[src/dbbr_pkg.sv]
// Package of constants and types for the DDR3 bank, burst and refresh core.
package dbbr_pkg;

  // ----------------------------------------------------------------
  // Geometry
  // ----------------------------------------------------------------
  localparam int NUM_BANKS = 8;
  localparam int BANK_W = 3;
  localparam int ROW_W = 14;
  localparam int COL_W = 10;
  localparam int ADDR_W = 14;
  localparam int DATA_W = 16;
  localparam int LAT_W = 5;
  localparam int BC_BIT = 12;
  localparam int AP_BIT = 10;

  // ----------------------------------------------------------------
  // Burst field of the mode register and burst lengths
  // ----------------------------------------------------------------
  localparam logic [1:0] BURST_FIXED8 = 2'h0;
  localparam logic [1:0] BURST_OTF = 2'h1;
  localparam logic [1:0] BURST_FIXED4 = 2'h2;
  localparam logic [3:0] BURST_LEN8 = 4'h8;
  localparam logic [3:0] BURST_LEN4 = 4'h4;

  // ----------------------------------------------------------------
  // Reset values and cycle counts
  // ----------------------------------------------------------------
  localparam logic [ROW_W-1:0] REFRESH_ROW_RESET = 14'h0000;
  localparam int T_RP_NS = 14;
  localparam int T_RFC_NS = 160;
  localparam int CLK_PERIOD_NS = 4;
  localparam int RP_CYCLES = (T_RP_NS + CLK_PERIOD_NS - 1) / CLK_PERIOD_NS;
  localparam int RFC_CYCLES = (T_RFC_NS + CLK_PERIOD_NS - 1) / CLK_PERIOD_NS;
  localparam int TIMER_W = 8;

  // ----------------------------------------------------------------
  // Decoded command codes: {cs_n, ras_n, cas_n, we_n}
  // ----------------------------------------------------------------
  localparam logic [3:0] CMD_ACT = 4'h3;
  localparam logic [3:0] CMD_PRE = 4'h2;
  localparam logic [3:0] CMD_RD = 4'h5;
  localparam logic [3:0] CMD_WR = 4'h4;
  localparam logic [3:0] CMD_REF = 4'h1;

  typedef enum logic [2:0] {
    DBBR_IDLE = 3'h1,
    DBBR_REFRESH = 3'h2,
    DBBR_BURST = 3'h4
  } dbbr_state_t;

endpackage : dbbr_pkg

[src/dbbr_core.sv]
// Command decode, bank state, bursts and refresh of a DDR3 memory core.
// Behaviour
// - ACTIVE opens the given row in the bank chosen by bank address.
// - PRECHARGE closes one bank, or all banks when A10 is high.
// - Reads and writes to other banks proceed during auto precharge.
// - Precharge to an idle or closing bank is accepted; last restarts timing.
// - With on-the-fly mode A12 low chops to four, high gives eight.
// - A12 never forms part of the column address.
// - Read data timing holds only while the delay-locked loop is locked.
// - Write setup or hold errors corrupt only the addressed location.
// - Strobe timing errors stay local and never hang the device.
// - Writes are length eight for fixed eight, or on-the-fly with A12 high.
// - CS, RAS, CAS low with WE high starts a refresh cycle from idle; it is ignored during a burst.
// - Refresh rows come from an internal counter; address bus ignored.
// - After refresh every bank is precharged and idle.
module dbbr_core (
  input wire logic clock,
  input wire logic reset,
  input wire logic cke,
  input wire logic cs_n,
  input wire logic ras_n,
  input wire logic cas_n,
  input wire logic we_n,
  input wire logic [dbbr_pkg::BANK_W-1:0] bank_addr,
  input wire logic [dbbr_pkg::ADDR_W-1:0] addr,
  input wire logic [1:0] burst_mode,
  input wire logic [dbbr_pkg::LAT_W-1:0] cas_latency,
  input wire logic [dbbr_pkg::LAT_W-1:0] cas_write_latency,
  input wire logic [dbbr_pkg::LAT_W-1:0] additive_latency,
  input wire logic dll_locked,
  input wire logic [dbbr_pkg::DATA_W-1:0] wr_data,
  input wire logic [dbbr_pkg::DATA_W-1:0] rd_data_mem,
  output logic [dbbr_pkg::NUM_BANKS-1:0] bank_open,
  output logic refresh_busy,
  output logic [dbbr_pkg::ROW_W-1:0] refresh_row,
  output logic mem_rd,
  output logic mem_wr,
  output logic [dbbr_pkg::BANK_W-1:0] mem_bank,
  output logic [dbbr_pkg::ROW_W-1:0] mem_row,
  output logic [dbbr_pkg::COL_W-1:0] mem_col,
  output logic [dbbr_pkg::DATA_W-1:0] mem_wr_data,
  output logic rd_valid,
  output logic rd_timing_ok,
  output logic [dbbr_pkg::DATA_W-1:0] rd_data
);

  // ----------------------------------------------------------------
  // Command decode
  // ----------------------------------------------------------------
  logic [3:0] cmd;
  logic cmd_act;
  logic cmd_pre;
  logic cmd_rd;
  logic cmd_wr;
  logic cmd_ref;
  logic pre_all;
  logic auto_pre;
  logic [3:0] burst_len;
  logic [dbbr_pkg::LAT_W-1:0] latency;
  logic [dbbr_pkg::NUM_BANKS-1:0] bank_sel;
  logic [dbbr_pkg::NUM_BANKS-1:0] bank_ready;
  logic [dbbr_pkg::ROW_W-1:0] open_rows [dbbr_pkg::NUM_BANKS];
  logic [dbbr_pkg::NUM_BANKS-1:0] bank_open_w;
  dbbr_pkg::dbbr_state_t state_reg;
  dbbr_pkg::dbbr_state_t state_next;

  // Picks the burst length from the mode field and A12 at the command.
  function automatic logic [3:0] dbbr_burst(input logic [1:0] mode, input logic bc);
    logic [3:0] len;
    len = dbbr_pkg::BURST_LEN4;
    if (mode == dbbr_pkg::BURST_FIXED8 || (mode == dbbr_pkg::BURST_OTF && bc)) begin
      len = dbbr_pkg::BURST_LEN8;
    end
    return len;
  endfunction : dbbr_burst

  assign cmd = {cs_n, ras_n, cas_n, we_n};
  assign cmd_act = cke && cmd == dbbr_pkg::CMD_ACT && state_reg != dbbr_pkg::DBBR_REFRESH;
  assign cmd_pre = cke && cmd == dbbr_pkg::CMD_PRE;
  assign cmd_ref = cke && cmd == dbbr_pkg::CMD_REF;
  assign cmd_rd = cke && cmd == dbbr_pkg::CMD_RD && bank_open_w[bank_addr];
  assign cmd_wr = cke && cmd == dbbr_pkg::CMD_WR && bank_open_w[bank_addr];
  assign pre_all = addr[dbbr_pkg::AP_BIT];
  assign auto_pre = addr[dbbr_pkg::AP_BIT];
  assign burst_len = dbbr_burst(burst_mode, addr[dbbr_pkg::BC_BIT]);
  // Read latency is AL+CL and write latency AL+CWL, from the command edge.
  assign latency = cmd_rd ? additive_latency + cas_latency :
                   additive_latency + cas_write_latency;

  // ----------------------------------------------------------------
  // Banks
  // ----------------------------------------------------------------
  logic [dbbr_pkg::NUM_BANKS-1:0] act_vec;
  logic [dbbr_pkg::NUM_BANKS-1:0] pre_vec;
  logic ap_fire;
  logic [dbbr_pkg::BANK_W-1:0] ap_bank_reg;
  logic ap_pending_reg;
  logic refresh_done;

  assign bank_sel = dbbr_pkg::NUM_BANKS'(1) << bank_addr;
  assign act_vec = cmd_act ? bank_sel : '0;
  // Precharge hits one bank or all; idle or closing banks simply restart.
  assign pre_vec = (cmd_pre ? (pre_all ? '1 : bank_sel) : '0) |
                   (ap_fire ? dbbr_pkg::NUM_BANKS'(1) << ap_bank_reg : '0);

  for (genvar b = 0; b < dbbr_pkg::NUM_BANKS; b++) begin : g_bank
    dbbr_bank u_bank (
      .clock(clock),
      .reset(reset),
      .activate(act_vec[b]),
      .precharge(pre_vec[b]),
      .force_idle(refresh_done),
      .row_in(addr),
      .is_open(bank_open_w[b]),
      .is_ready(bank_ready[b]),
      .open_row(open_rows[b])
    );
  end

  // ----------------------------------------------------------------
  // Burst engine and refresh state machine
  // ----------------------------------------------------------------
  logic [dbbr_pkg::TIMER_W-1:0] timer_reg;
  logic [dbbr_pkg::TIMER_W-1:0] timer_next;
  logic [3:0] beats_reg;
  logic [dbbr_pkg::LAT_W-1:0] wait_reg;
  logic burst_is_rd_reg;
  logic [dbbr_pkg::BANK_W-1:0] burst_bank_reg;
  logic [dbbr_pkg::COL_W-1:0] burst_col_reg;
  logic burst_start;
  logic beat_now;
  logic burst_last;

  // A new column command restarts the burst; back-to-back chops are legal.
  assign burst_start = (cmd_rd || cmd_wr) && state_reg != dbbr_pkg::DBBR_REFRESH;
  assign beat_now = state_reg == dbbr_pkg::DBBR_BURST && wait_reg == '0 && beats_reg != '0;
  assign burst_last = beat_now && beats_reg == 4'h1;
  assign ap_fire = burst_last && ap_pending_reg;
  assign refresh_done = state_reg == dbbr_pkg::DBBR_REFRESH && timer_reg == '0;

  // Next-state selection; refresh wins only from idle, whether or not banks are open.
  always_comb begin
    state_next = state_reg;
    timer_next = (timer_reg != '0) ? timer_reg - 8'h01 : timer_reg;
    unique case (state_reg)
      dbbr_pkg::DBBR_IDLE: begin
        if (cmd_ref) begin
          state_next = dbbr_pkg::DBBR_REFRESH;
          timer_next = dbbr_pkg::TIMER_W'(dbbr_pkg::RFC_CYCLES - 1);
        end else if (burst_start) begin
          state_next = dbbr_pkg::DBBR_BURST;
        end
      end
      dbbr_pkg::DBBR_REFRESH: begin
        if (refresh_done) begin
          state_next = dbbr_pkg::DBBR_IDLE;
        end
      end
      dbbr_pkg::DBBR_BURST: begin
        if (burst_last && !burst_start) begin
          state_next = dbbr_pkg::DBBR_IDLE;
        end
      end
    endcase
  end

  always_ff @(posedge clock or posedge reset) begin
    if (reset) begin
      state_reg <= dbbr_pkg::DBBR_IDLE;
      timer_reg <= '0;
    end else begin
      state_reg <= state_next;
      timer_reg <= timer_next;
    end
  end

  // Burst bookkeeping; A12 is dropped so it never reaches the column.
  always_ff @(posedge clock or posedge reset) begin
    if (reset) begin
      beats_reg <= '0;
      wait_reg <= '0;
      burst_is_rd_reg <= 1'b0;
      burst_bank_reg <= '0;
      burst_col_reg <= '0;
      ap_pending_reg <= 1'b0;
      ap_bank_reg <= '0;
    end else if (burst_start) begin
      beats_reg <= burst_len;
      wait_reg <= latency;
      burst_is_rd_reg <= cmd_rd;
      burst_bank_reg <= bank_addr;
      burst_col_reg <= addr[dbbr_pkg::COL_W-1:0];
      ap_pending_reg <= auto_pre;
      ap_bank_reg <= bank_addr;
    end else begin
      if (wait_reg != '0) begin
        wait_reg <= wait_reg - 5'h01;
      end else if (beats_reg != '0) begin
        beats_reg <= beats_reg - 4'h1;
        burst_col_reg <= burst_col_reg + 10'h001;
      end
      if (ap_fire) begin
        ap_pending_reg <= 1'b0;
      end
    end
  end

  // ----------------------------------------------------------------
  // Refresh row counter
  // ----------------------------------------------------------------
  // The row comes from the counter; the address bus is not looked at.
  always_ff @(posedge clock or posedge reset) begin
    if (reset) begin
      refresh_row <= dbbr_pkg::REFRESH_ROW_RESET;
    end else if (refresh_done) begin
      refresh_row <= refresh_row + 14'h0001;
    end
  end

  // ----------------------------------------------------------------
  // Registered outputs toward the array
  // ----------------------------------------------------------------
  // Write data is stored only at the addressed beat; a bad strobe hurts no other cell.
  always_ff @(posedge clock or posedge reset) begin
    if (reset) begin
      mem_rd <= 1'b0;
      mem_wr <= 1'b0;
      mem_bank <= '0;
      mem_row <= '0;
      mem_col <= '0;
      mem_wr_data <= '0;
      rd_valid <= 1'b0;
      rd_data <= '0;
      rd_timing_ok <= 1'b0;
      bank_open <= '0;
      refresh_busy <= 1'b0;
    end else begin
      mem_rd <= beat_now && burst_is_rd_reg;
      mem_wr <= beat_now && !burst_is_rd_reg;
      mem_bank <= burst_bank_reg;
      mem_row <= open_rows[burst_bank_reg];
      mem_col <= burst_col_reg;
      mem_wr_data <= wr_data;
      rd_valid <= mem_rd;
      rd_data <= rd_data_mem;
      rd_timing_ok <= mem_rd && dll_locked;
      bank_open <= bank_open_w;
      refresh_busy <= state_next == dbbr_pkg::DBBR_REFRESH;
    end
  end
endmodule : dbbr_core

[src/dbbr_bank.sv]
// One bank: open row, open flag and precharge timer.
module dbbr_bank (
  input wire logic clock,
  input wire logic reset,
  input wire logic activate,
  input wire logic precharge,
  input wire logic force_idle,
  input wire logic [dbbr_pkg::ROW_W-1:0] row_in,
  output logic is_open,
  output logic is_ready,
  output logic [dbbr_pkg::ROW_W-1:0] open_row
);

  logic [dbbr_pkg::TIMER_W-1:0] rp_reg;
  logic [dbbr_pkg::TIMER_W-1:0] rp_next;

  // ----------------------------------------------------------------
  // Precharge timer
  // ----------------------------------------------------------------
  // A repeated precharge restarts the timer, so the last one counts.
  assign rp_next = precharge ? dbbr_pkg::TIMER_W'(dbbr_pkg::RP_CYCLES) :
                   (rp_reg != '0) ? rp_reg - 8'h01 : rp_reg;
  assign is_ready = (rp_reg == '0);

  // Row and open state follow the command stream.
  always_ff @(posedge clock or posedge reset) begin
    if (reset) begin
      is_open <= 1'b0;
      open_row <= '0;
      rp_reg <= '0;
    end else begin
      rp_reg <= force_idle ? '0 : rp_next;
      if (precharge || force_idle) begin
        is_open <= 1'b0;
      end else if (activate) begin
        is_open <= 1'b1;
        open_row <= row_in;
      end
    end
  end

endmodule : dbbr_bank

[config.mk]
export PLATFORM = sky130hd
export DESIGN_NAME = dbbr_core
export DESIGN_NICKNAME = d
export VERILOG_FILES = /design/src/dbbr_pkg.sv /design/src/dbbr_core.sv /design/src/dbbr_bank.sv
export SDC_FILE = /design/constraint.sdc
export NUM_CORES = 1
export LEC_CHECK = 0
export ABC_AREA = 1
export BUFFER_PORTS_ARGS = -buffer_cell sky130_fd_sc_hd__buf_4
export CAP_MARGIN = 40
export CORE_MARGIN = 2
export CORE_UTILIZATION = 51
export CTS_BUF_LIST = sky130_fd_sc_hd__clkbuf_2
export CTS_CLUSTER_DIAMETER = 40
export DETAILED_ROUTE_END_ITERATION = 12
export HOLD_SLACK_MARGIN = 0.03
export PLACE_DENSITY = 0.72
export SLEW_MARGIN = 20
export SYNTH_ARGS = -nofsm -noshare
export SYNTH_HDL_FRONTEND = slang
export SYNTH_SLANG_ARGS = --single-unit
[constraint.sdc]
create_clock -name clock -period 9.2 [get_ports clock]
set_input_delay 0.92 -clock clock [delete_from_list [all_inputs] [get_ports clock]]
set_output_delay 0.92 -clock clock [all_outputs]
set_load 0.02 [all_outputs]
Word level (Yosys, flattened, before mapping)
Cells that the tools add are included.
{"block": "word_totals", "ff_bits": 241, "ram_bits": 0, "latchBits": 0, "word_cells": 172, "out_inout_bits": 86, "memories": 0, "romBits": 0}
{"block": "classes", "n_mux": 45, "n_reduce_logical": 57, "magnitude_cmp": 2, "eq_ne": 13, "addsub": 7, "multipliers": 0, "shifts": 2, "bitwise_logic": 10, "div": 0}
{"cell": "$mux 8", "n": 7}
{"cell": "$bmux 14 s3", "n": 1}
{"cell": "$mux 10", "n": 3}
{"cell": "$mux 14", "n": 2}
{"cell": "$reduce_bool 2->1", "n": 11}
{"cell": "$logic_and 1x1->1", "n": 19}
{"cell": "$mux 1", "n": 19}
{"cell": "$reduce_and 2->1", "n": 9}
{"cell": "$mux 4", "n": 4}
{"cell": "$shl 1x3->8 const A", "n": 2}
{"cell": "$mux 5", "n": 3}
{"cell": "$add 14x1->14 const B", "n": 1}
{"cell": "$mux 3", "n": 4}
{"cell": "$add 10x1->10 const B", "n": 1}
{"cell": "$add 5x5->5", "n": 2}
{"cell": "$logic_or 1x1->1", "n": 10}
{"cell": "$pmux 3 s3", "n": 1}
{"cell": "$eq 4x1->1 const B", "n": 2}
{"cell": "$eq 4x2->1 const B", "n": 2}
{"cell": "$eq 4x3->1 const B", "n": 2}
{"cell": "$logic_not 8->1", "n": 1}
{"cell": "$not 1->1", "n": 8}
{"cell": "$or 8x8->8", "n": 1}
{"cell": "$reduce_bool 8->1", "n": 1}
{"cell": "18 further kinds", "n": 20}

Depth between registers and ports, before layout
Gate-level depths: netlist of run 1.
{"block": "logic_depth", "word_depth": 10, "ltp_mapped": 20}

Hierarchy
Synthesis of run 1 repeated with hierarchy kept, for this count alone.
{"block": "unflattened", "cells_unflattened": 1491, "area_unflattened_um2": 14530.2}
{"mod": "dbbr_bank", "instances": 8, "seq_area_each_um2": 575.6, "area_each_um2": 1069.8, "cells_each": 101}
{"mod": "dbbr_core", "instances": 1, "seq_area_each_um2": 3029.2, "area_each_um2": 5972.0, "cells_each": 683}

Worst setup path after synthesis of run 1
Ideal clock, no wire load.
{"block": "synth_timing", "path_kind": "input port to flip-flop", "start": "in bank_addr[2] (netlist bit)", "end": "reg wait_reg[4] (netlist bit)", "stages": 16, "arrival_time_ns": 2.930, "setup_slack_ns": 6.157, "t_required_ns": 9.087, "path_cell_list": "buf_4 -> clkinv_1 -> nand3_1 -> nand3_1 -> nand2_1 -> nand2_1 -> ha_1 -> fa_1 -> nand3_1 -> nand2_1 -> xor2_1 -> inv_1 -> nand2_1 -> nand3_1 -> nand2_1 -> inv_1"}
{"block": "synth_between", "elab_chain_cells": 6}
{"item": "start: declaration", "line_no": "dbbr_core.sv:24", "source": "input wire logic [dbbr_pkg::BANK_W-1:0] bank_addr,"}
{"item": "$bmux 1 s3 (*)", "line_no": "dbbr_core.sv:81, dbbr_core.sv:82"}
{"item": "$mux 1 (implied by the code) (*)", "line_no": "dbbr_core.sv:81, dbbr_core.sv:82"}
{"item": "$logic_and 1x1->1 (on tied branches)", "line_no": "dbbr_core.sv:81, dbbr_core.sv:82"}
{"item": "$logic_or 1x1->1", "line_no": "dbbr_core.sv:135", "source": "assign burst_start = (cmd_rd || cmd_wr) && state_reg != dbbr_pkg::DBBR_REFRESH;"}
{"item": "$logic_and 1x1->1", "line_no": "dbbr_core.sv:135"}
{"item": "$mux 5 / $reduce_bool 2->1 (equally long branches)"}
{"item": "end signal: assignment", "line_no": "dbbr_core.sv:189", "source": "wait_reg <= latency;"}
{"item": "end signal: assignment", "line_no": "dbbr_core.sv:197", "source": "wait_reg <= wait_reg - 5'h01;"}
{"item": "end: declaration", "line_no": "dbbr_core.sv:126", "source": "logic [dbbr_pkg::LAT_W-1:0] wait_reg;"}
Mark *: on every way between the ends. The rest lies on a longest branch, timed or not. The select of a mux whose other input is x is not followed.
A chain may end at the register's enable or synchronous reset.

Worst setup path in the final report of run 1
{"block": "layout_timing", "start": "reg g_bank[6].u_bank.is_open", "end": "reg wait_reg[4] (netlist bit)"}
{"block": "layout_between", "elab_chain_cells": 6}
{"item": "start: declaration", "line_no": "dbbr_bank.sv:9", "source": "output logic is_open,"}
{"item": "start signal: assignment", "line_no": "dbbr_bank.sv:28", "source": "is_open <= 1'b0;"}
{"item": "start signal: assignment", "line_no": "dbbr_bank.sv:34", "source": "is_open <= 1'b0;"}
{"item": "start signal: assignment", "line_no": "dbbr_bank.sv:36", "source": "is_open <= 1'b1;"}
{"item": "$bmux 1 s3 (*)", "line_no": "dbbr_core.sv:81, dbbr_core.sv:82"}
{"item": "$mux 1 (implied by the code) (*)", "line_no": "dbbr_core.sv:81, dbbr_core.sv:82"}
{"item": "$logic_and 1x1->1 (on tied branches)", "line_no": "dbbr_core.sv:81, dbbr_core.sv:82"}
{"item": "$logic_or 1x1->1", "line_no": "dbbr_core.sv:135"}
{"item": "$logic_and 1x1->1", "line_no": "dbbr_core.sv:135"}
{"item": "$mux 5 / $reduce_bool 2->1 (equally long branches)"}
Marked as above.

==> key figures, run 1 <==
Timing
  – Final worst-path cycle share: between 30% and 40%
  – Min Tclk post-route: between 2000 and 3000 ps
  – Finish-stage setup viols: 0
  – Slew HR: a little under half
  – Final Hold Fails: 0
  – Clock Skew: around 92 ps
  – FMAX: 0.358 GHz
  – RSZ-0062 raised after global routing: no
  – Least-Margin Pin Slew: between 700 and 800 ps
  – Setup_tns: 0 ps
  – Final Slew Violations: 0

Floorplan
  – Die area: between 20000 and 25000 um^2
  – I/O pins: 160
  – Initial Util: 51.8%
  – Die height: 150 um
  – Core box area: around 21000 um^2
  – Die Wd: between 100 and 150 um
  – # rows: 53

Worst setup path
  – Kind of critical path: reg2reg
  – Worst EP required: between 9000 and 10000 ps
  – CP endpoint kind: register
  – Critical path's slowest cell: dfrtp_1
  – Critical-path cell list: nand2_1 > nand2_1 > nand2_1 > nand3_1 > nand3_1 > inv_1 > nand2_1 > nand2_1 > ha_1 > fa_1 > nand3_1 > nand2_1 > xor2_1 > inv_1 > nand2_1 > nand3_1 > nand2_1 > inv_1
  – Critical path fanouts, max: 7
  – Reg2reg setup slack: approximately 6400 ps
  – Most used cell, CP: nand2_1
  – Worst path buffer plus inverter count: 3
  – Slowest cell delay on critical path: between 400 and 500 ps
  – CP delay by family, top: simple AND/OR/NAND/NOR gates
  – CP Launch Type: register
  – CP arrival: approximately 3500 ps

Synth
  – Yosys top cell by area: dfrtp_1
  – Post-synthesis register bit count: approximately 240
  – Warnings, synthesis: 0
  – Synth cell types: 44
  – Yosys top cell area share: about 55%
  – Synth Cell Area: roughly 11000 um^2
  – Number of flops mapped to enable cells by yosys: 0
  – Syn nets: around 1300
  – Largest cells by area after synthesis: dfrtp_1 (55%), nand2_1 (14%), nand4_1 (7.2%)
  – Seq/Total Area, Yosys: between 50 and 60%
  – Asr flop ratio synth: 100%
  – Main synth FF type: dfrtp_1
  – Mean Syn Cell Area: about 9 um^2
  – Post-Syn Instances: about 1200

Finish
  – Biggest regs: g_bank.u_bank.open_row: 112 flops, mem_wr_data: 16 flops, rd_data: 16 flops
  – Max FFs per register: approximately 110
  – Area taken by multi-input logic gates: 4180 um^2
  – Register with the most flip-flops: g_bank.u_bank.open_row
  – Register area: 6030 um^2
  – Share of post-route cells with drive strength above 1: between 20% and 30%
  – Synthesis-to-finish area growth: 17.1%
  – Fill cells: approximately 1900
  – Nets: 1450

Pwr
  – Pwr dens: roughly 210 nW/um^2
  – Final Power: 0.00265 W
  – Worst vdd ir: 84.5 uV
  – P_leak: 6.64 nW

Drt
  – Detailed Route Iter0 Violations: 709
  – Routed WL: around 28 mm
  – DR pass1 iterations: 6
  – DRT antenna net count: 0
  – DRC viols: 0
  – Via count: about 9000
  – Vias per cell: 5.47
  – Routed WL per cell: approximately 17 um

CTS
  – Post-CTS sizing: 0
  – Num Clock Sinks: ~240
  – Clk Tree Root Cell: clkbuf_2
  – CTS Buffer Depth: 3
  – TritonCTS clock tree: yes
  – Postcts setup bufs: 0
  – Clk_lat worst skew: 890 ps
  – Num CTS Buffers: 60
  – CTS clk-pin slew, worst paths: ~110 ps
  – CTS Hold Buffers Added: 0
  – H-Tree Depth: 2

Placement
  – PortBufs: about 160
  – RD Place Congestion: ~0.86
  – Dpl hpwl: approximately 19 mm

Job
  – Max-cap violations: 0

Worst hold path
  – Min-delay worst type: in2reg

Global route
  – Global-route wire length before repair: around 46 mm
  – GR Util All Layers: between 20% and 30%
  – Total gr overflow: 0
  – Initial antenna violation count: 1
  – Largest net degree at the start of global routing: 112
  – Vias in the first global route: ~9000

Status
  – Status: finished, final reports clean
==> where the power goes <==
part | leakage, nW | internal [W] | total, W | switching (W)
clock | 0.380 | 0.000265 | 0.000689 | 0.000423
combinational | 3.10 | 0.000242 | 0.000631 | 0.000388
sequential | 3.16 | 0.00122 | 0.00133 | 0.000110
total | 6.64 | 0.00173 | 0.00265 | 0.000922
==> cell usage in the layout, fill, tap and decap left out, types with 4 or more instances in the layout <==
cell type    n
nand4_1    125
nand4_2      8
nand2_2     12
xnor2_1      6
xor2_1      21
inv_2        5
nor3_2       9
a31oi_1     14
a22oi_1     27
ha_1        11
o21ai_0     27
nand3_2      8
nor2_1      50
nor3_1      11
nand3_1     42
clkinv_1    12
nand2_1    397
dfrtp_1    240
clkbuf_2    81
o211ai_1     9
a21oi_1      4
buf_4      175
a211oi_1     5
inv_1       71
==> per-layer routing <==
layer | track usage, % | vias up | wire length (um)
li1 | - | 4376 | -
met1 | 34.3 | 4391 | 12000
met2 | 41.8 | 355 | 13500
met3 | 6.07 | 34 | 2340
met4 | 8.73 | 0 | 554
met5 | 0 | - | 0
==> stage by stage <==
stage	cell area [um^2]	util, %	instances	hold WS, ps	setup slack [ps]
after CTS	12700	60.6	1672	67.4	6460
final	12700	60.7	1674	143	6410
after global routing	12700	60.7	1674	63.1	6160
after global placement	12200	58.0	1574	394	5900
after detailed placement	12200	58.2	1576	396	5830
after floorplan	10900	-	1195	374	1670
==> worst reg2reg max path: stages, from the launching register on <==
cell and delay, ps:
dfrtp_1 490, nand2_1 120, nand2_1 60, nand2_1 50, nand3_1 150, nand3_1 250, inv_1 130, nand2_1 80
nand2_1 50, ha_1 200, fa_1 400, nand3_1 100, nand2_1 70, xor2_1 180, inv_1 60, nand2_1 60
nand3_1 60, nand2_1 70, inv_1 40
==> logic make-up (layout without fill, tap and decap cells) <==
kind of cell | count (synthesis) | after routing | synth area share (%)
AOI/OAI and AO/OA | 95 | 95 | 5.75
and+or+nand+nor | 672 | 672 | 29.1
xor gates and xnor gates | 27 | 27 | 2.18
other | 0 | 1 | 0
buffers and inverters | 148 | 351 | 6.01
DFF | 241 | 241 | 55.5
adders and majority gates | 12 | 12 | 1.45
==> worst paths after layout <==
check                           cells after the start                            to                     start
worst max-delay path                               18                   wait_reg[4]  g_bank[6].u_bank.is_open
worst min-delay path                                1                   rd_data[10]           rd_data_mem[10]
worst max register to register                     18                   wait_reg[4]  g_bank[6].u_bank.is_open
worst min register to register                      0                    mem_col[5]          burst_col_reg[5]
max in group asynchronous                           4  g_bank[4].u_bank.open_row[6]                     reset
min in group asynchronous                           2                    mem_row[4]                     reset
==> synth_stat cells, types with 2 or more instances <==
library cell,count
inv_1,72
a21oi_1,4
o21ai_0,27
nand4_2,8
xor2_1,21
or2_2,2
inv_2,5
a211oi_1,5
dfrtp_1,240
nor2_1,50
o211ai_1,9
clkbuf_1,34
a41oi_1,2
nor4_1,2
buf_2,18
buf_1,8
nand2_1,397
a22oi_1,27
nand2_2,12
nor3_2,9
nor3_1,11
o21bai_1,2
o221ai_1,2
nand3_1,42
nand3_2,8
nand4_1,125
buf_6,8
xnor2_1,6
ha_1,11
a31oi_1,14
==> layout make-up <==
cell class / instances / share of cell area, %
Clock buffer: 81 / 3.19
Inverter: 78 / 2.36
Antenna cell: 1 / 0.0197
Multi-Input combinational cell: 806 / 32.9
Timing Repair Buffer: 177 / 10.7
Tap cell: 275 / 2.71
Clock inverter: 15 / 0.738
Sequential cell: 241 / 47.4
Note: power is estimated with default switching activity, not from simulation.
==> run 2, diff against run 1 <==
Settings changed: PLACE_DENSITY 0.72 to 0.75.
Clock period 9.2 ns to 2.4 ns, I/O delays scaled along.
==> key figures, run 2 (synthesis gave the netlist of run 1 again) <==
Status
  – Status: finished, final reports clean

CTS
  – Num CTS Buffers: 58
  – H-Tree Depth: 2
  – TritonCTS clock tree: yes
  – Clk_lat worst skew: approximately 900 ps
  – CTS Buffer Depth: 3
  – Postcts setup bufs: 0
  – CTS clk-pin slew, worst paths: approximately 110 ps
  – Num Clock Sinks: 241
  – Clk Tree Root Cell: clkbuf_2

Floorplan
  – I/O pins: 160
  – Die height: roughly 150 um
  – Die Wd: roughly 150 um
  – Core box area: approximately 21000 um^2
  – # rows: 53
  – Die area: 22500 um^2
  – Initial Util: between 50 and 60%

Timing
  – Slew HR: just under 50%
  – FMAX: between 0.4 and 0.5 GHz
  – RSZ-0062 raised after global routing: yes
  – Final Hold Fails: 0
  – Min Tclk post-route: approximately 2300 ps
  – Clock Skew: approximately 74 ps
  – Finish-stage setup viols: 0
  – Final Slew Violations: 0
  – Setup_tns: 0 ps
  – Least-Margin Pin Slew: around 760 ps
  – Final worst-path cycle share: a little over nine tenths

Global route
  – GR Util All Layers: between 20 and 30%
  – Largest net degree at the start of global routing: between 60 and 70
  – Global-route wire length before repair: about 50 mm
  – Vias in the first global route: between 10000 and 15000
  – Total gr overflow: 0
  – Initial antenna violation count: 1

Finish
  – Most frequent cells in the layout: nand2_1 (396), dfrtp_1 (240), buf_4 (224)
  – Register with the most flip-flops: g_bank.u_bank.open_row
  – Synthesis-to-finish area growth: 31.0%
  – Commonest non-fill, non-tap cell in the layout: nand2_1
  – Nets: roughly 1600
  – Util after Layout: between 60 and 70%
  – Share of post-route cells with drive strength above 1: 24.2%
  – Biggest regs: g_bank.u_bank.open_row: 112 flops, mem_wr_data: 16 flops, rd_data: 16 flops
  – Max FFs per register: roughly 110

Job
  – Max-cap violations: 0

Drt
  – Via count: between 9000 and 10000
  – DR pass1 iterations: 5
  – Routed WL per cell: 16.8 um
  – Vias per cell: about 5.4
  – Detailed Route Iter0 Violations: 783
  – DRC viols: 0
  – Routed WL: 30.7 mm
  – DRT antenna net count: 0

Worst setup path
  – Critical R2R Capture: wait_reg[4]
  – CP Launch Type: register
  – CP endpoint kind: register
  – Crit Reg-Reg Startpoint: g_bank[4].u_bank.is_open
  – Kind of critical path: reg2reg
  – Reg2reg setup slack: approximately 120 ps
  – Critical path fanouts, max: 4
  – CP arrival: around 3000 ps
  – Worst EP required: approximately 3100 ps
  – FF-to-FF path depth: 18

Worst hold path
  – Min-delay src: dll_locked
  – Hold Path Cell Cnt: 4
  – Min-delay worst type: in2reg
  – Hold Path End: rd_timing_ok

Placement
  – Dpl hpwl: ~20 mm
  – PortBufs: between 150 and 200
  – RD Place Congestion: around 0.84

Pwr
  – Pwr dens: 732 nW/um^2
  – Worst vdd ir: about 320 uV
  – P_leak: ~7.3 nW
[run 2: worst max-delay path by stage]
stage,startpoint,endpoint,cells after the start
finish,g_bank[4].u_bank.is_open,wait_reg[4],18
global route,g_bank[4].u_bank.is_open,wait_reg[4],18
CTS,timer_reg[0],g_bank[1].u_bank.is_open,13
detailed placement,bank_addr[0],wait_reg[4],19
global placement,bank_addr[0],wait_reg[4],19
floorplan,reset,ap_pending_reg,1
[run 2: layout make-up]
cell class	instances	area, um^2
fill	1699	6720
timing repair buffer	330	2800
antenna	1	2.50
multi-input combinational	806	4260
clock buffer	82	410
inverter	78	297
tap	275	344
clock inverter	14	86.3
sequential	241	6030
[run 2: what timing repair did]
item	in CTS	in global routing
endpoints found under the hold margin	378	0
hold buffers	101	0
endpoints found under the setup margin	0	102
resized for setup	0	15
[run 2: power breakdown]
group          internal [W]  switching, W  total [W]
sequential          0.00467      0.000412    0.00509
combinational       0.00112       0.00160    0.00271
clock               0.00102       0.00161    0.00262
total               0.00681       0.00362     0.0104
[run 2: critical path, cell delays in order, from the launching register on]
cell and delay [ps]:
dfrtp_1 400, nand2_1 80, nand2_1 50, nand2_1 70
nand3_2 100, nand3_4 120, inv_1 60, buf_4 140
nand2_1 70, nand2_2 80, fa_2 380, nand3_1 110
nand2_1 80, xor2_1 190, inv_1 60, nand2_1 60
nand3_1 60, nand2_1 60, inv_1 30
[run 2: per-stage QoR]
stage	total power (W)	instances	setup WS [ps]	cell area (um^2)	hold slack, ps
2_1_floorplan	0.00666	1195	-1000	10900	271
3_3_place_gp	0.00759	1628	14.6	12600	349
3_5_place_dp	0.00769	1628	-54.1	12600	351
4_1_cts	0.0104	1825	26.4	14100	67.7
5_1_grt	0.0110	1827	-61.0	14200	98.9
6_report	0.0104	1827	119	14200	136
[run 2: routing by layer]
metal	up-vias	track usage [%]	part of all wire [%]
met5	-	0	0
met4	0	10.1	2.5
met3	68	4.82	6.3
met2	393	46.4	49
met1	4788	36.3	42
li1	4685	-	-
==> run 3, diff against run 2 <==
Settings changed: CORE_ASPECT_RATIO set to 1.4.
==> key figures, run 3 (synthesis gave the netlist of run 1 again) <==
Finish
  – Nets: between 1500 and 2000
  – Max FFs per register: roughly 110
  – Register with the most flip-flops: g_bank.u_bank.open_row
  – Fill cells: around 1700
  – Share of post-route cells with drive strength above 1: 24.4%
  – Commonest non-fill, non-tap cell in the layout: nand2_1
  – Synthesis-to-finish area growth: 31.4%
  – Biggest regs: g_bank.u_bank.open_row: 112 flops, mem_wr_data: 16 flops, rd_data: 16 flops
  – Most frequent cells in the layout: nand2_1 (396), dfrtp_1 (240), buf_4 (226)
  – Post-route cell area: 14300 um^2

Global route
  – Initial antenna violation count: 1
  – Vias in the first global route: about 10000
  – Met2 Track Usage GR: around half
  – Met1 GRT Util: about 34%
  – GR Util met3: just under 5%
  – Busiest grt layer: met2
  – GR Util All Layers: roughly 29%
  – Global-route wire length before repair: approximately 52 mm
  – Largest net degree at the start of global routing: 73
  – Total gr overflow: 0

Timing
  – Slew HR: 47.0%
  – Post-route setup slack: approximately 74 ps
  – Setup_tns: 0 ps
  – Least-Margin Pin Slew: just under 800 ps
  – RSZ-0062 raised after global routing: yes
  – Min Tclk post-route: about 2300 ps
  – FMAX: 0.430 GHz
  – Final Hold Fails: 0
  – Final hold slack: 87.6 ps
  – Final worst-path cycle share: 96.9%
  – Finish-stage setup viols: 0
  – Final Slew Violations: 0
  – Clock Skew: between 60 and 70 ps

Pwr
  – Worst vdd ir: around 570 uV
  – Pwr dens: ~730 nW/um^2
  – P_leak: 7.37 nW

CTS
  – CTS Buffer Depth: 3
  – Clk Tree Root Cell: clkbuf_2
  – TritonCTS clock tree: yes
  – H-Tree Depth: 2
  – Clk_lat worst skew: approximately 840 ps
  – Num Clock Sinks: 241
  – CTS clk-pin slew, worst paths: 130 ps
  – Num CTS Buffers: 56

Drt
  – DRT antenna net count: 0
  – Via count: roughly 10000
  – Routed WL per cell: between 15 and 20 um
  – DR pass1 iterations: 7
  – Routed WL: 31.9 mm
  – Detailed Route Iter0 Violations: 808
  – DRC viols: 0
  – Vias per cell: 5.55

Worst hold path
  – Hold Path Cell Cnt: 2
  – Hold Path End: mem_wr_data[8]
  – Min-delay src: wr_data[8]
  – Min-delay worst type: in2reg

Worst setup path
  – CP endpoint kind: register
  – Most used cell, CP: nand2_1
  – CP arrival: around 3000 ps
  – Critical path fanouts, max: 4
  – Critical-path cell list: nand2_1 > nand2_1 > nand2_1 > nand3_2 > nand3_4 > inv_2 > nand2_1 > nand2_1 > ha_2 > fa_2 > buf_4 > buf_4 > xnor2_2 > nand2_1 > o211ai_1 > inv_1
  – Slowest cell delay on critical path: 410 ps
  – Critical R2R Capture: wait_reg[2]
  – CP Launch Type: register
  – Crit Reg-Reg Startpoint: g_bank[1].u_bank.is_open
  – FF-to-FF path depth: 16
  – Critical path's slowest cell: fa_2
  – Kind of critical path: reg2reg
  – Worst EP required: approximately 3100 ps
  – Reg2reg setup slack: 70 ps

Floorplan
  – # rows: between 60 and 70
  – I/O pins: 160
  – Die height: between 150 and 200 um
  – Core box area: 21000 um^2
  – Die Wd: between 100 and 150 um
  – Die area: between 20000 and 25000 um^2
  – Initial Util: approximately half

Job
  – Max-cap violations: 0

Placement
  – PortBufs: 159
  – Area after DPL: 12600 um^2
  – DP Worst Slack: -164 ps
  – Dpl hpwl: approximately 21 mm
  – RD Place Congestion: between 0.9 and 1

Status
  – Status: finished, final reports clean
==> run 3: cell count changes in the layout (fill, tap and decap cells not counted), sizes merged <==
cell,before,now
buf,229,234
clkbuf,82,80
clkinv,13,19
dlygate4sd3,101,100
==> run 3: worst max-delay path by stage <==
stage / from / to / slack [ps] / depth (start not counted)
2_1_floorplan: reset / ap_pending_reg / -1000 / 1
3_3_place_gp: bank_addr[0] / wait_reg[4] / -70 / 19
3_5_place_dp: bank_addr[0] / wait_reg[4] / -160 / 19
4_1_cts: g_bank[1].u_bank.is_open / wait_reg[4] / 10 / 18
5_1_grt: g_bank[1].u_bank.is_open / wait_reg[4] / -120 / 18
6_report: g_bank[1].u_bank.is_open / wait_reg[2] / 70 / 16
==> run 3: what timing repair did <==
action,CTS,global route
pin swaps,2,5
gates cloned,0,0
resized for setup,2,15
hold buffers,100,0
endpoints found under the hold margin,420,0
endpoints found under the setup margin,2,21
buffers inserted,1,3
==> run 3: metal layers <==
layer / vias up / wire (um)
met2: 532 / 16100
met1: 4762 / 11500
met5: - / 0
met4: 0 / 1710
met3: 123 / 2600
li1: 4690 / -
==> run 3: power breakdown <==
part	switching, W	internal (W)
Combinational	0.00160	0.00112
Sequential	0.000399	0.00467
Clock	0.00161	0.00101
Total	0.00360	0.00680
==> run 3: stage by stage <==
stage | cells | util (%) | total power (W)
5_1_grt | 1820 | 67.8 | 0.0110
2_1_floorplan | 1195 | - | 0.00666
3_3_place_gp | 1615 | 60.1 | 0.00762
3_5_place_dp | 1615 | 60.1 | 0.00770
4_1_cts | 1816 | 67.3 | 0.0104
6_report | 1820 | 67.8 | 0.0104
==> run 3: cell type report <==
type | instances | area (um^2) | share of cell area, %
timing repair buffer | 334 | 2850 | 20.0
inverter | 78 | 297 | 2.08
clock buffer | 80 | 400 | 2.81
tap | 260 | 325 | 2.28
multi-input combinational | 806 | 4260 | 29.8
clock inverter | 20 | 108 | 0.754
sequential | 241 | 6030 | 42.3
antenna | 1 | 2.50 | 0.0175
==> run 3: worst max-delay path, delay by kind of cell, from the launching register on <==
| family | cells | cell delay [ps] |
|---|---|---|
| AO/OA/AOI/OAI | 1 | 90 |
| XOR/XNOR | 1 | 130 |
| adder cells (fa/ha/maj) | 2 | 590 |
| buffers and inverters | 4 | 370 |
| flip-flops | 1 | 400 |
| AND/OR/NAND/NOR | 8 | 620 |
